$ cat config.mk
export PLATFORM = sky130hd
export DESIGN_NAME = phr_mgmt_top
export DESIGN_NICKNAME = d
export VERILOG_FILES = /design/src/hdl/phr_pkg.sv /design/src/hdl/phr_mdc_edge.sv /design/src/hdl/phr_adv_reg.sv /design/src/hdl/phr_mgmt_top.sv
export SDC_FILE = /design/constraint.sdc
export NUM_CORES = 1
export LEC_CHECK = 0
export BUFFER_PORTS_ARGS = -buffer_cell sky130_fd_sc_hd__buf_2
export CAP_MARGIN = 20
export CORE_MARGIN = 3
export CORE_UTILIZATION = 30
export CTS_CLUSTER_SIZE = 14
export DETAILED_ROUTE_END_ITERATION = 16
export GPL_TIMING_DRIVEN = 0
export HOLD_SLACK_MARGIN = 0.03
export SLEW_MARGIN = 20
export SYNTH_ARGS = -nofsm -noshare
export SYNTH_HDL_FRONTEND = slang
export SYNTH_SLANG_ARGS = --single-unit
$ cat constraint.sdc
create_clock -name sys_clk_in -period 2.15 [get_ports sys_clk_in]
set_clock_uncertainty 0.1 [all_clocks]
set_input_delay 0.215 -clock sys_clk_in [delete_from_list [all_inputs] [get_ports sys_clk_in]]
set_output_delay 0.215 -clock sys_clk_in [all_outputs]
set_load 0.005 [all_outputs]
$ cat src/hdl/phr_pkg.sv
// constants, field layout and state types for the phy ident and advertisement registers
package phr_pkg;

	// management frame register addresses
	localparam logic [4:0]  REG_IDENT_HIGH      = 5'h02;
	localparam logic [4:0]  REG_IDENT_LOW       = 5'h03;
	localparam logic [4:0]  REG_AUTONEG_ADV     = 5'h04;

	// identifier bits 3..24 in one word: bit 21 holds identifier bit 3 (arbitrary value)
	localparam logic [21:0] ORG_ID_BITS         = 22'h0A5C3E;
	// vendor model number and revision (arbitrary values)
	localparam logic [5:0]  VENDOR_MODEL_NUMBER = 6'h15;
	localparam logic [3:0]  MODEL_REVISION      = 4'h1;

	// identifier field positions
	localparam int          ID_LOW_ORG_LSB      = 10;
	localparam int          ID_LOW_MODEL_LSB    = 4;
	localparam int          ID_LOW_REV_LSB      = 0;

	// advertisement field positions
	localparam int          ADV_NEXT_PAGE       = 15;
	localparam int          ADV_RSVD_IEEE       = 14;
	localparam int          ADV_REMOTE_FAULT    = 13;
	localparam int          ADV_RSVD_FUTURE     = 12;
	localparam int          ADV_ASYM_PAUSE      = 11;
	localparam int          ADV_PAUSE           = 10;
	localparam int          ADV_T4              = 9;
	localparam int          ADV_STRAP_LSB       = 5;
	localparam int          ADV_SEL_LSB         = 0;

	// advertisement reset value and writable bit mask
	localparam logic [15:0] ADV_RESET           = 16'h0001;
	localparam logic [15:0] ADV_WR_MASK         = 16'hADFF;
	localparam logic [15:0] ADV_STRAP_MASK      = 16'h01E0;

	// management frame timing, counted in management clock bits
	localparam logic [5:0]  PREAMBLE_BITS       = 6'h20;
	localparam logic [5:0]  OP_BITS             = 6'h02;
	localparam logic [5:0]  ADDR_BITS           = 6'h05;
	localparam logic [5:0]  TA_BITS             = 6'h02;
	localparam logic [5:0]  DATA_BITS           = 6'h10;

	// management opcodes
	localparam logic [1:0]  OP_WRITE            = 2'h1;
	localparam logic [1:0]  OP_READ             = 2'h2;

	// frame receiver states
	typedef enum logic [2:0] {
		ST_PREAMBLE,
		ST_START,
		ST_OPCODE,
		ST_PHY_ADDR,
		ST_REG_ADDR,
		ST_TURN,
		ST_READ_DATA,
		ST_WRITE_DATA
	} phr_state_t;

endpackage : phr_pkg

$ cat src/hdl/phr_mdc_edge.sv
// management clock edge finder and data sampler
`timescale 1ns/1ps
module phr_mdc_edge
	import phr_pkg::*;
(
	// clock and reset
	input  wire logic sys_clk_in,
	input  wire logic reset_n_in,
	input  wire logic ce_in,
	// management pins, synchronous to sys_clk_in
	input  wire logic mdc_in,
	input  wire logic mdio_in,
	// sampled bit and its strobe
	output logic      rise_out,
	output logic      bit_out
);

	typedef struct packed {
		logic mdc_prev;
		logic rise;
		logic bit_val;
	} phr_edge_st_t;

	phr_edge_st_t st_q;
	phr_edge_st_t st_d;

	// the bit is taken in the same cycle the rising edge is seen, so data and strobe align
	always_comb begin
		st_d          = st_q;
		st_d.mdc_prev = mdc_in;
		st_d.rise     = mdc_in & ~st_q.mdc_prev;
		st_d.bit_val  = mdio_in;
	end

	always_ff @(posedge sys_clk_in or negedge reset_n_in) begin
		if (!reset_n_in) begin
			// previous clock taken as high so an idle-high clock gives no false edge
			st_q <= '{mdc_prev: 1'b1, rise: 1'b0, bit_val: 1'b1};
		end else if (ce_in) begin
			st_q <= st_d;
		end
	end

	assign rise_out = st_q.rise;
	assign bit_out  = st_q.bit_val;

endmodule : phr_mdc_edge

$ cat src/hdl/phr_adv_reg.sv
// auto-negotiation advertisement register storage with strap-loaded ability bits
`timescale 1ns/1ps
module phr_adv_reg
	import phr_pkg::*;
(
	// clock and reset
	input  wire logic        sys_clk_in,
	input  wire logic        reset_n_in,
	input  wire logic        ce_in,
	// strap levels for 100 full, 100, 10 full, 10
	input  wire logic [3:0]  ability_strap_in,
	// write port
	input  wire logic        wr_in,
	input  wire logic [15:0] wr_data_in,
	// stored value
	output logic [15:0]      adv_out
);

	typedef struct packed {
		logic        strap_taken;
		logic [15:0] adv;
	} phr_adv_st_t;

	phr_adv_st_t st_q;
	phr_adv_st_t st_d;

	// straps are caught by the first enabled clock after reset release, not by the reset
	always_comb begin
		st_d = st_q;
		if (!st_q.strap_taken) begin
			st_d.strap_taken = 1'b1;
			st_d.adv         = (ADV_RESET & ~ADV_STRAP_MASK)
			                 | {7'h00, ability_strap_in, 5'h00};
		end else if (wr_in) begin
			// read-only and reserved bits never take write data
			st_d.adv = wr_data_in & ADV_WR_MASK;
		end
	end

	always_ff @(posedge sys_clk_in or negedge reset_n_in) begin
		if (!reset_n_in) begin
			st_q.strap_taken <= 1'b0;
			st_q.adv         <= ADV_RESET;
		end else if (ce_in) begin
			st_q <= st_d;
		end
	end

	assign adv_out = st_q.adv;

endmodule : phr_adv_reg

$ cat src/hdl/phr_mgmt_top.sv
// management frame slave serving the phy ident and advertisement registers
//
// What this block does
// - upper ident register returns identifier bits 3..18; top two identifier bits dropped.
// - lower ident bits 15..10 return identifier bits 19..24 in order.
// - lower ident bits 9..4 return the six-bit vendor model number, msb at 9.
// - lower ident bits 3..0 return the four-bit revision, msb at bit 3.
// - advertisement register at address 4 holds abilities sent during negotiation.
// - advertisement bit 15 is read/write next page request, reset 0.
// - advertisement bit 14 ignores writes and reads 0.
// - advertisement bit 13 is read/write remote fault flag, reset 0.
// - advertisement bit 12 reserved, reads 0; software writes only 0.
// - advertisement bit 11 is read/write asymmetric pause flag, reset 0.
// - advertisement bit 10 is read/write symmetric pause flag, reset 0.
// - pause resolution result is reported in the control register, not here.
// - advertisement bit 9 is fixed 0, no 100BASE-T4.
// - advertisement bits 8..5 are read/write abilities whose reset values come from straps.
// - advertisement bits 4..0 are read/write selector, reset 00001.
`timescale 1ns/1ps
module phr_mgmt_top
	import phr_pkg::*;
(
	// clock, reset and clock enable
	input  wire logic        sys_clk_in,
	input  wire logic        reset_n_in,
	input  wire logic        ce_in,
	// station address and ability straps
	input  wire logic [4:0]  phy_addr_strap_in,
	input  wire logic [3:0]  ability_strap_in,
	// management serial pins
	input  wire logic        mdc_in,
	input  wire logic        mdio_in,
	output logic             mdio_out,
	output logic             mdio_oe_n_out,
	// advertised abilities toward the negotiation engine
	output logic [15:0]      adv_abilities_out
);

	// frame receiver state, all in one record
	typedef struct packed {
		phr_state_t  state;
		logic [5:0]  cnt;
		logic [1:0]  opcode;
		logic [4:0]  phy_addr;
		logic [4:0]  reg_addr;
		logic [15:0] shift;
		logic        wr_strobe;
		logic [15:0] wr_data;
		logic        drv_bit;
		logic        drv_oe_n;
	} phr_mgmt_st_t;

	phr_mgmt_st_t st_q;
	phr_mgmt_st_t st_d;

	logic        bit_rise;
	logic        bit_val;
	logic [15:0] adv_word;

	// edge finder for the management clock
	phr_mdc_edge u_edge (
		.sys_clk_in (sys_clk_in),
		.reset_n_in (reset_n_in),
		.ce_in      (ce_in),
		.mdc_in     (mdc_in),
		.mdio_in    (mdio_in),
		.rise_out   (bit_rise),
		.bit_out    (bit_val)
	);

	// advertisement register storage
	phr_adv_reg u_adv (
		.sys_clk_in       (sys_clk_in),
		.reset_n_in       (reset_n_in),
		.ce_in            (ce_in),
		.ability_strap_in (ability_strap_in),
		.wr_in            (st_q.wr_strobe),
		.wr_data_in       (st_q.wr_data),
		.adv_out          (adv_word)
	);

	// upper identifier word: identifier bits 3..18
	function automatic logic [15:0] ident_high_word();
		ident_high_word = ORG_ID_BITS[21:6];
	endfunction : ident_high_word

	// lower identifier word: identifier bits 19..24, model and revision
	function automatic logic [15:0] ident_low_word();
		logic [15:0] w;
		w                                  = 16'h0000;
		w[ID_LOW_ORG_LSB +: 6]             = ORG_ID_BITS[5:0];
		w[ID_LOW_MODEL_LSB +: 6]           = VENDOR_MODEL_NUMBER;
		w[ID_LOW_REV_LSB +: 4]             = MODEL_REVISION;
		ident_low_word = w;
	endfunction : ident_low_word

	// read decode; unmapped addresses read as zero
	function automatic logic [15:0] read_word(
		input logic [4:0]  addr,
		input logic [15:0] adv
	);
		logic [15:0] w;
		w = 16'h0000;
		unique case (addr)
			REG_IDENT_HIGH:  w = ident_high_word();
			REG_IDENT_LOW:   w = ident_low_word();
			// read-only zero bits are forced here too, whatever the storage holds
			REG_AUTONEG_ADV: w = adv & ADV_WR_MASK;
			default:         w = 16'h0000;
		endcase
		read_word = w;
	endfunction : read_word

	// one-bit shift into a five-bit address field
	function automatic logic [4:0] shift_in5(
		input logic [4:0] cur,
		input logic       b
	);
		shift_in5 = {cur[3:0], b};
	endfunction : shift_in5

	// frame walker: every step happens on a sampled rising edge of the management clock
	always_comb begin
		st_d           = st_q;
		st_d.wr_strobe = 1'b0;
		if (bit_rise) begin
			unique case (st_q.state)
				// count ones; a zero after enough ones is the first start bit
				ST_PREAMBLE: begin
					if (bit_val) begin
						if (st_q.cnt != PREAMBLE_BITS) begin
							st_d.cnt = st_q.cnt + 6'h01;
						end
					end else if (st_q.cnt == PREAMBLE_BITS) begin
						st_d.state = ST_START;
						st_d.cnt   = 6'h00;
					end else begin
						st_d.cnt = 6'h00;
					end
				end
				// second start bit must be one, otherwise hunt for a fresh preamble
				ST_START: begin
					st_d.cnt = 6'h00;
					if (bit_val) begin
						st_d.state = ST_OPCODE;
					end else begin
						st_d.state = ST_PREAMBLE;
					end
				end
				// two opcode bits; illegal codes drop the frame
				ST_OPCODE: begin
					st_d.opcode = {st_q.opcode[0], bit_val};
					if (st_q.cnt == OP_BITS - 6'h01) begin
						st_d.cnt = 6'h00;
						if ({st_q.opcode[0], bit_val} == OP_READ ||
						    {st_q.opcode[0], bit_val} == OP_WRITE) begin
							st_d.state = ST_PHY_ADDR;
						end else begin
							st_d.state = ST_PREAMBLE;
						end
					end else begin
						st_d.cnt = st_q.cnt + 6'h01;
					end
				end
				// station address, msb first
				ST_PHY_ADDR: begin
					st_d.phy_addr = shift_in5(st_q.phy_addr, bit_val);
					if (st_q.cnt == ADDR_BITS - 6'h01) begin
						st_d.cnt   = 6'h00;
						st_d.state = ST_REG_ADDR;
					end else begin
						st_d.cnt = st_q.cnt + 6'h01;
					end
				end
				// register address, msb first; read data is latched at its last bit
				ST_REG_ADDR: begin
					st_d.reg_addr = shift_in5(st_q.reg_addr, bit_val);
					if (st_q.cnt == ADDR_BITS - 6'h01) begin
						st_d.cnt   = 6'h00;
						st_d.state = ST_TURN;
						st_d.shift = read_word(shift_in5(st_q.reg_addr, bit_val),
						                       adv_word);
					end else begin
						st_d.cnt = st_q.cnt + 6'h01;
					end
				end
				// turnaround: on a read to us, drive zero for the second bit
				ST_TURN: begin
					if (st_q.cnt == TA_BITS - 6'h01) begin
						st_d.cnt = 6'h00;
						if (st_q.opcode == OP_READ) begin
							st_d.state   = ST_READ_DATA;
							// a read for another station keeps the released level high
							st_d.drv_bit = st_q.drv_oe_n | st_q.shift[15];
							st_d.shift   = {st_q.shift[14:0], 1'b0};
						end else begin
							st_d.state = ST_WRITE_DATA;
						end
					end else begin
						st_d.cnt = st_q.cnt + 6'h01;
						if (st_q.opcode == OP_READ && st_q.phy_addr == phy_addr_strap_in) begin
							st_d.drv_bit  = 1'b0;
							st_d.drv_oe_n = 1'b0;
						end
					end
				end
				// shift sixteen read bits out, msb first, then release the pin
				ST_READ_DATA: begin
					if (st_q.cnt == DATA_BITS - 6'h01) begin
						st_d.cnt      = 6'h00;
						st_d.state    = ST_PREAMBLE;
						st_d.drv_bit  = 1'b1;
						st_d.drv_oe_n = 1'b1;
					end else begin
						st_d.cnt     = st_q.cnt + 6'h01;
						st_d.drv_bit = st_q.drv_oe_n | st_q.shift[15];
						st_d.shift   = {st_q.shift[14:0], 1'b0};
					end
				end
				// gather sixteen write bits; only the advertisement word takes them
				ST_WRITE_DATA: begin
					st_d.shift = {st_q.shift[14:0], bit_val};
					if (st_q.cnt == DATA_BITS - 6'h01) begin
						st_d.cnt   = 6'h00;
						st_d.state = ST_PREAMBLE;
						if (st_q.phy_addr == phy_addr_strap_in &&
						    st_q.reg_addr == REG_AUTONEG_ADV) begin
							st_d.wr_strobe = 1'b1;
							st_d.wr_data   = {st_q.shift[14:0], bit_val};
						end
						// ident addresses fall through here and are dropped
					end else begin
						st_d.cnt = st_q.cnt + 6'h01;
					end
				end
				default: begin
					st_d.state    = ST_PREAMBLE;
					st_d.cnt      = 6'h00;
					st_d.drv_bit  = 1'b1;
					st_d.drv_oe_n = 1'b1;
				end
			endcase
		end
	end

	// state register; clock enable low freezes everything
	always_ff @(posedge sys_clk_in or negedge reset_n_in) begin
		if (!reset_n_in) begin
			st_q.state     <= ST_PREAMBLE;
			st_q.cnt       <= 6'h00;
			st_q.opcode    <= 2'h0;
			st_q.phy_addr  <= 5'h00;
			st_q.reg_addr  <= 5'h00;
			st_q.shift     <= 16'h0000;
			st_q.wr_strobe <= 1'b0;
			st_q.wr_data   <= 16'h0000;
			st_q.drv_bit   <= 1'b1;
			st_q.drv_oe_n  <= 1'b1;
		end else if (ce_in) begin
			st_q <= st_d;
		end
	end

	// pin drive comes straight from the state flops
	assign mdio_out      = st_q.drv_bit;
	assign mdio_oe_n_out = st_q.drv_oe_n;

	// pause bits go out as stored; the resolved result lives in the control register
	assign adv_abilities_out = adv_word;

endmodule : phr_mgmt_top

==> results of run 1 <==
through the flow:
stage               TNS [ps]  setup slack [ps]  power, mW    util
finish                     0             65.66      3.557  0.3780
global route          -108.6            -22.21      3.738  0.3780
CTS                        0             23.70      3.582  0.3710
detailed placement     -1329            -151.7      2.165  0.3429
global placement      -970.2            -123.1      2.135  0.3410
floorplan                  0             191.0      1.977       -
final cells by class:
type | count | area, um2
fill | 1170 | 7284
sequential | 70 | 1760
multi-input combinational | 243 | 1687
clock buffer | 10 | 239.0
buffer | 34 | 236.5
timing repair buffer | 36 | 235.2
tap | 143 | 178.9
clock inverter | 6 | 45.04
inverter | 12 | 45.04
final timing paths:
kind                                            start                            to  slack (ps)  depth (start not counted)
min                               ability_strap_in[3]  u_adv.adv_out[8]$_DFFE_PN0P_          80                          3
max reg2reg                      st_q[36]$_DFFE_PN0P_           st_q[4]$_DFFE_PN0P_          70                          5
min reg2reg                u_edge.st_q[2]$_DFFE_PN1P_    u_edge.st_q[2]$_DFFE_PN1P_         370                          2
min in group asynchronous                  reset_n_in  u_adv.adv_out[8]$_DFFE_PN0P_         270                          2
max in group asynchronous                  reset_n_in  u_adv.adv_out[0]$_DFFE_PN1P_        1070                          3
max                              st_q[36]$_DFFE_PN0P_           st_q[4]$_DFFE_PN0P_          70                          5
metal layers:
| metal | part of all wire | global-route usage | vias up |
|---|---|---|---|
| met2 | 0.47 | 0.2063 | 71 |
| met4 | 0.012 | 0.05199 | 0 |
| met1 | 0.47 | 0.1810 | 1380 |
| li1 | - | - | 1345 |
| met5 | 0 | 0 | - |
| met3 | 0.055 | 0.02176 | 6 |
where the power goes:
part	internal, mW	total (mW)	switching [mW]
registers	1.43	1.55	0.125
logic	0.242	0.615	0.373
clock network	0.815	1.39	0.576
total	2.48	3.56	1.07
cells in the mapped netlist (5+ instances only):
library cell  instances  area, um2
a211o_1               5      43.79
a21oi_1              14      70.07
and3_1                9      56.30
buf_4                17      127.6
buf_6                 5      56.30
clkbuf_1              8      30.03
dfrtp_1              65       1627
dfstp_2               5      131.4
inv_1                12      45.04
mux2_1                8      90.09
mux2_2               15      168.9
mux2i_1               7      70.07
nand2_1              50      187.7
nand3_1              13      65.06
nor2_1               11      41.29
nor3_1                7      35.03
o21ai_0              24      120.1
o21ai_2              14      122.6
repair_timing:
| item | 4_1_cts | 5_1_grt |
|---|---|---|
| hold endpoints to repair | 28 | 0 |
| gates cloned | 0 | 1 |
| buffers inserted | 1 | 2 |
| hold buffers | 4 | 0 |
| pin swaps | 1 | 0 |
| resized for setup | 2 | 19 |
| setup endpoints to repair | 13 | 29 |
worst max-delay path, stage by stage (launching register included):
cell	delay, ps
dfrtp_1	400
nand4b_1	190
or4_4	450
nor3_4	310
buf_6	190
mux2_1	330
logic make-up after synthesis:
family,count (synthesis)
AND/OR/NAND/NOR,115
adder cells (fa/ha/maj),3
other,1
multiplexers,30
AO/OA/AOI/OAI,85
buffers and inverters,47
XOR/XNOR,7
flip-flops,70
registers in the layout (all words and copies together) (netlist names):
name	flops
u_edge.rise_out	1
u_adv.st_q	1
u_edge.st_q	1
mdio_out	1
st_q	51
u_adv.adv_out	13
mdio_oe_n_out	1
u_edge.bit_out	1
==> results.ini, run 1 <==
[critical_path]
cp.arrival_ps = 2200
worstPathRequired_ps = 2260
critical_path.max_fanout = 5
path_class = reg2reg
setup.worst_path.start_class = flip-flop
end_kind = flip-flop

[finish]
layout.nets = 423
finalNonFillerCells = 554
final_area_mm2 = 0.004427
area_growth_pct = 20.55
antennaDiodeCount = 0
final_cell_mix = 63 x dfrtp_1, 50 x nand2_1, 30 x buf_2
drive_gt1_frac = 0.3139
final_common_cell = dfrtp_1

[placement]
gp_congestion = 0.8432
placed_cells = 531
placedInstanceArea_mm2 = 0.004016
dp_hpwl_um = 5909
port_buffers = 27

[global_routing]
overflow = 0
grt_pass1_vias = 2791
antenna_found_initial = 0
grt_first_pass_wirelength_um = 14030
grt_max_degree = 41
track_usage = 0.1312

[sta]
final_hold_viol_count = 0
rsz0062_at_grt = yes
period_minus_slack_ps = 2084
fmax_mhz = 479.8
holdWs_ps = 83.81
tightest_slew_ps = 886.6
slew_viol_final = 0
maxSlewHeadroom = 0.4074
setup_viol = 0
fin_crit_sh = 0.9695

[power]
peakVddDrop_mv = 0.3756
power_leakage_nw = 2.126
power_density_mw_per_mm2 = 803.6

[clock_tree]
cts_buffer_depth = 2
cts.sinks = 70
numCtsBuffers = 9
cts-root-buf = clkbuf_16
cts_htree_levels = 3
cts.clk_slew.worst_paths_ps = 60
cts_tree = yes
clk_latency_ps = 330

[logic_synthesis]
synth_xor_area_frac = 0.01670
ys.flop_type = dfrtp_1
synthMuxAreaShare = 0.08961
synth_top_family_by_area = compound AO/OA/AOI/OAI gates
synth-seq-cells = 70
synthCells = 358
ys_types = 59
synth_area_mm2 = 0.003672
synth.yosys.seq_area_share = 0.4787
synth_simple_gate_area_share = 0.1595
synth_fa_ha_area_frac = 0.01022
synth-edff-count = 0
async_flop_share = 1.000
yosysWarnings = 0
synth_compound_area_frac = 0.1673
avgSynthCellArea_um2 = 10.26

[floorplan]
std_cell_rows = 39
coreArea_mm2 = 0.01171
initial_core_util = 0.3136
pin_count = 32
die_y_um = 116.6
fp.dieW_um = 116.6
die_area_mm2 = 0.01360

[drt]
vias = 2802
wl_um = 8607
drt_first_pass_iters = 4
ant_nets = 0
detail_route.wl_per_cell_um = 15.54
drc = 0
via_per_inst = 5.058
drt_iter0_drc = 197

[hold_path]
hold_path_class = in2reg

[job]
cap_violations = 0

[run_status]
outcome = completed

Power figures use the tool's default switching activity.
==> run 2, diff against run 1 <==
--- a/config.mk
+++ b/config.mk
@@ -7,11 +7,11 @@
 export LEC_CHECK = 0
 export BUFFER_PORTS_ARGS = -buffer_cell sky130_fd_sc_hd__buf_2
 export CAP_MARGIN = 20
+export CORE_ASPECT_RATIO = 1.2
 export CORE_MARGIN = 3
 export CORE_UTILIZATION = 30
 export CTS_CLUSTER_SIZE = 14
 export DETAILED_ROUTE_END_ITERATION = 16
-export GPL_TIMING_DRIVEN = 0
 export HOLD_SLACK_MARGIN = 0.03
 export SLEW_MARGIN = 20
 export SYNTH_ARGS = -nofsm -noshare
==> constraint.sdc (replaced) <==
create_clock -name sys_clk_in -period 2.2 [get_ports sys_clk_in]
set_clock_uncertainty 0.1 [all_clocks]
set_input_delay 0.22 -clock sys_clk_in [delete_from_list [all_inputs] [get_ports sys_clk_in]]
set_output_delay 0.22 -clock sys_clk_in [all_outputs]
set_load 0.005 [all_outputs]
==> run 2 against run 1 <==
Power down 1.3%. Die area about the same. Combinational power up 4.2%. Core utilization down 1.5 points. Design area down 3.3%. Critical path type unchanged. Via count down 3.3%. Sequential cell count unchanged. Register-to-register slack better by 50 ps. Clock-buffer cell count down 1. Maximum frequency about the same. Critical path depth up 1.
==> results.ini, run 2 (synthesis results as in run 1) <==
[finish]
fillers = 1137
multi_input_area_mm2 = 0.001655
final_common_cell = dfrtp_1
finalNonFillerCells = 547
antennaDiodeCount = 0
area_growth_pct = 16.59
drive_gt1_frac = 0.2744
final_cell_mix = 65 x dfrtp_1, 50 x nand2_1, 28 x buf_2
largest-register = st_q
fin_util = 0.3634
ff_latch_area_mm2 = 0.001758
largest_reg_flops = 51
layout.nets = 402

[placement]
gp_congestion = 0.9605
placed_cells = 529
port_buffers = 28
dp_hpwl_um = 5421

[sta]
fin_crit_sh = 0.9473
fmax_mhz = 479.8
final_hold_viol_count = 0
maxSlewHeadroom = 0.6287
tns_ps = 0
rsz0062_at_grt = no
setup_viol = 0
period_minus_slack_ps = 2084
tightest_slew_ps = 557.0
slew_viol_final = 0

[job]
cap_violations = 0

[clock_tree]
cts.sinks = 70
cts_htree_levels = 3
cts-root-buf = clkbuf_16
cts_tree = yes
clk_latency_ps = 330
numCtsBuffers = 9
cts_buffer_depth = 2
cts_setup_buffers = 0
cts.clk_slew.worst_paths_ps = 60

[critical_path]
r2r_slack_ps = 120
worstPathRequired_ps = 2310
worstReg2RegStart = st_q[47]$_DFFE_PN0P_
r2r_end = st_q[3]$_DFFE_PN0P_
setup.worst_path.start_class = flip-flop
path_cells = ha_1, and3_1, nand3_1, nor3_4, buf_12, mux2_1
max_stage_delay_ps = 410
cp.arrival_ps = 2200
path_class = reg2reg
end_kind = flip-flop
critical_path.max_fanout = 14
r2r_cells = 6
slowest_stage = dfrtp_1

[drt]
drt_iter0_drc = 213
via_per_inst = 4.954
ant_nets = 0
drt_first_pass_iters = 4
detail_route.wl_per_cell_um = 14.50
drc = 0
vias = 2710
wl_um = 7932

[global_routing]
track_usage = 0.1241
grt_max_degree = 71
overflow = 0
grt_first_pass_wirelength_um = 13270
antenna_found_initial = 0
grt_pass1_vias = 2646

[floorplan]
pin_count = 32
coreArea_mm2 = 0.01178
die_y_um = 127.2
fp.dieW_um = 107
std_cell_rows = 43
initial_core_util = 0.3117
die_area_mm2 = 0.01361

[hold_path]
hold_path_end = u_edge.st_q[2]$_DFFE_PN1P_
hold_path_class = in2reg
hp-start = mdc_in
hold_path_depth = 3

[power]
peakVddDrop_mv = 0.5202
power_leakage_nw = 2.043
power_density_mw_per_mm2 = 819.7
finalPower_mw = 3.510

[run_status]
outcome = completed

run 2: cell type report:
class / count / area share
Sequential cell: 70 / 0.4106
Multi-Input combinational cell: 243 / 0.3866
Timing Repair Buffer: 49 / 0.07949
Clock buffer: 9 / 0.05260
Tap cell: 157 / 0.04588
Clock inverter: 7 / 0.01432
Inverter: 12 / 0.01052
run 2: metrics by stage:
step	worst slack, ps	hold slack (ps)	instance area (um2)
6_report	115.8	58.62	4282
5_1_grt	11.64	72.95	4282
4_1_cts	117.9	54.46	4265
3_5_place_dp	141.9	176.4	3959
3_3_place_gp	187.3	173.3	3959
2_1_floorplan	241.0	-175.6	3680
run 2: power by group:
part / switching, mW / internal, mW
Sequential: 0.0895 / 1.39
Clock: 0.603 / 0.786
Combinational: 0.388 / 0.253
Total: 1.08 / 2.43
run 2: worst max-delay path, delay by kind of cell, from the launching register on:
kind                       cells  cell delay (ps)
adders and majority gates      1              210
DFF                            1              410
buffers and inverters          1              180
and+or+nand+nor                3              720
muxes                          1              330
run 2: what timing repair did:
item,in CTS,in global routing
resized for setup,0,2
endpoints found under the setup margin,0,1
hold buffers,2,0
hold endpoints to repair,66,0
run 2: per-layer routing:
metal / global-route usage / share of wire / vias to the layer above / wire, um
met5: 0 / 0 / - / 0
met4: 0.06095 / 0.029 / 0 / 233
met3: 0.02678 / 0.037 / 17 / 292
met2: 0.2064 / 0.49 / 48 / 3888
met1: 0.1523 / 0.44 / 1336 / 3517
li1: - / - / 1309 / -
run 2: worst max path at each step:
stage	start	endpoint	depth (start not counted)
2_1_floorplan	st_q[47]$_DFFE_PN0P_	st_q[13]$_DFFE_PN0P_	7
3_3_place_gp	st_q[47]$_DFFE_PN0P_	st_q[10]$_DFFE_PN0P_	6
3_5_place_dp	st_q[47]$_DFFE_PN0P_	st_q[3]$_DFFE_PN0P_	6
4_1_cts	st_q[47]$_DFFE_PN0P_	st_q[3]$_DFFE_PN0P_	6
5_1_grt	st_q[47]$_DFFE_PN0P_	st_q[8]$_DFFE_PN0P_	6
6_report	st_q[47]$_DFFE_PN0P_	st_q[3]$_DFFE_PN0P_	6
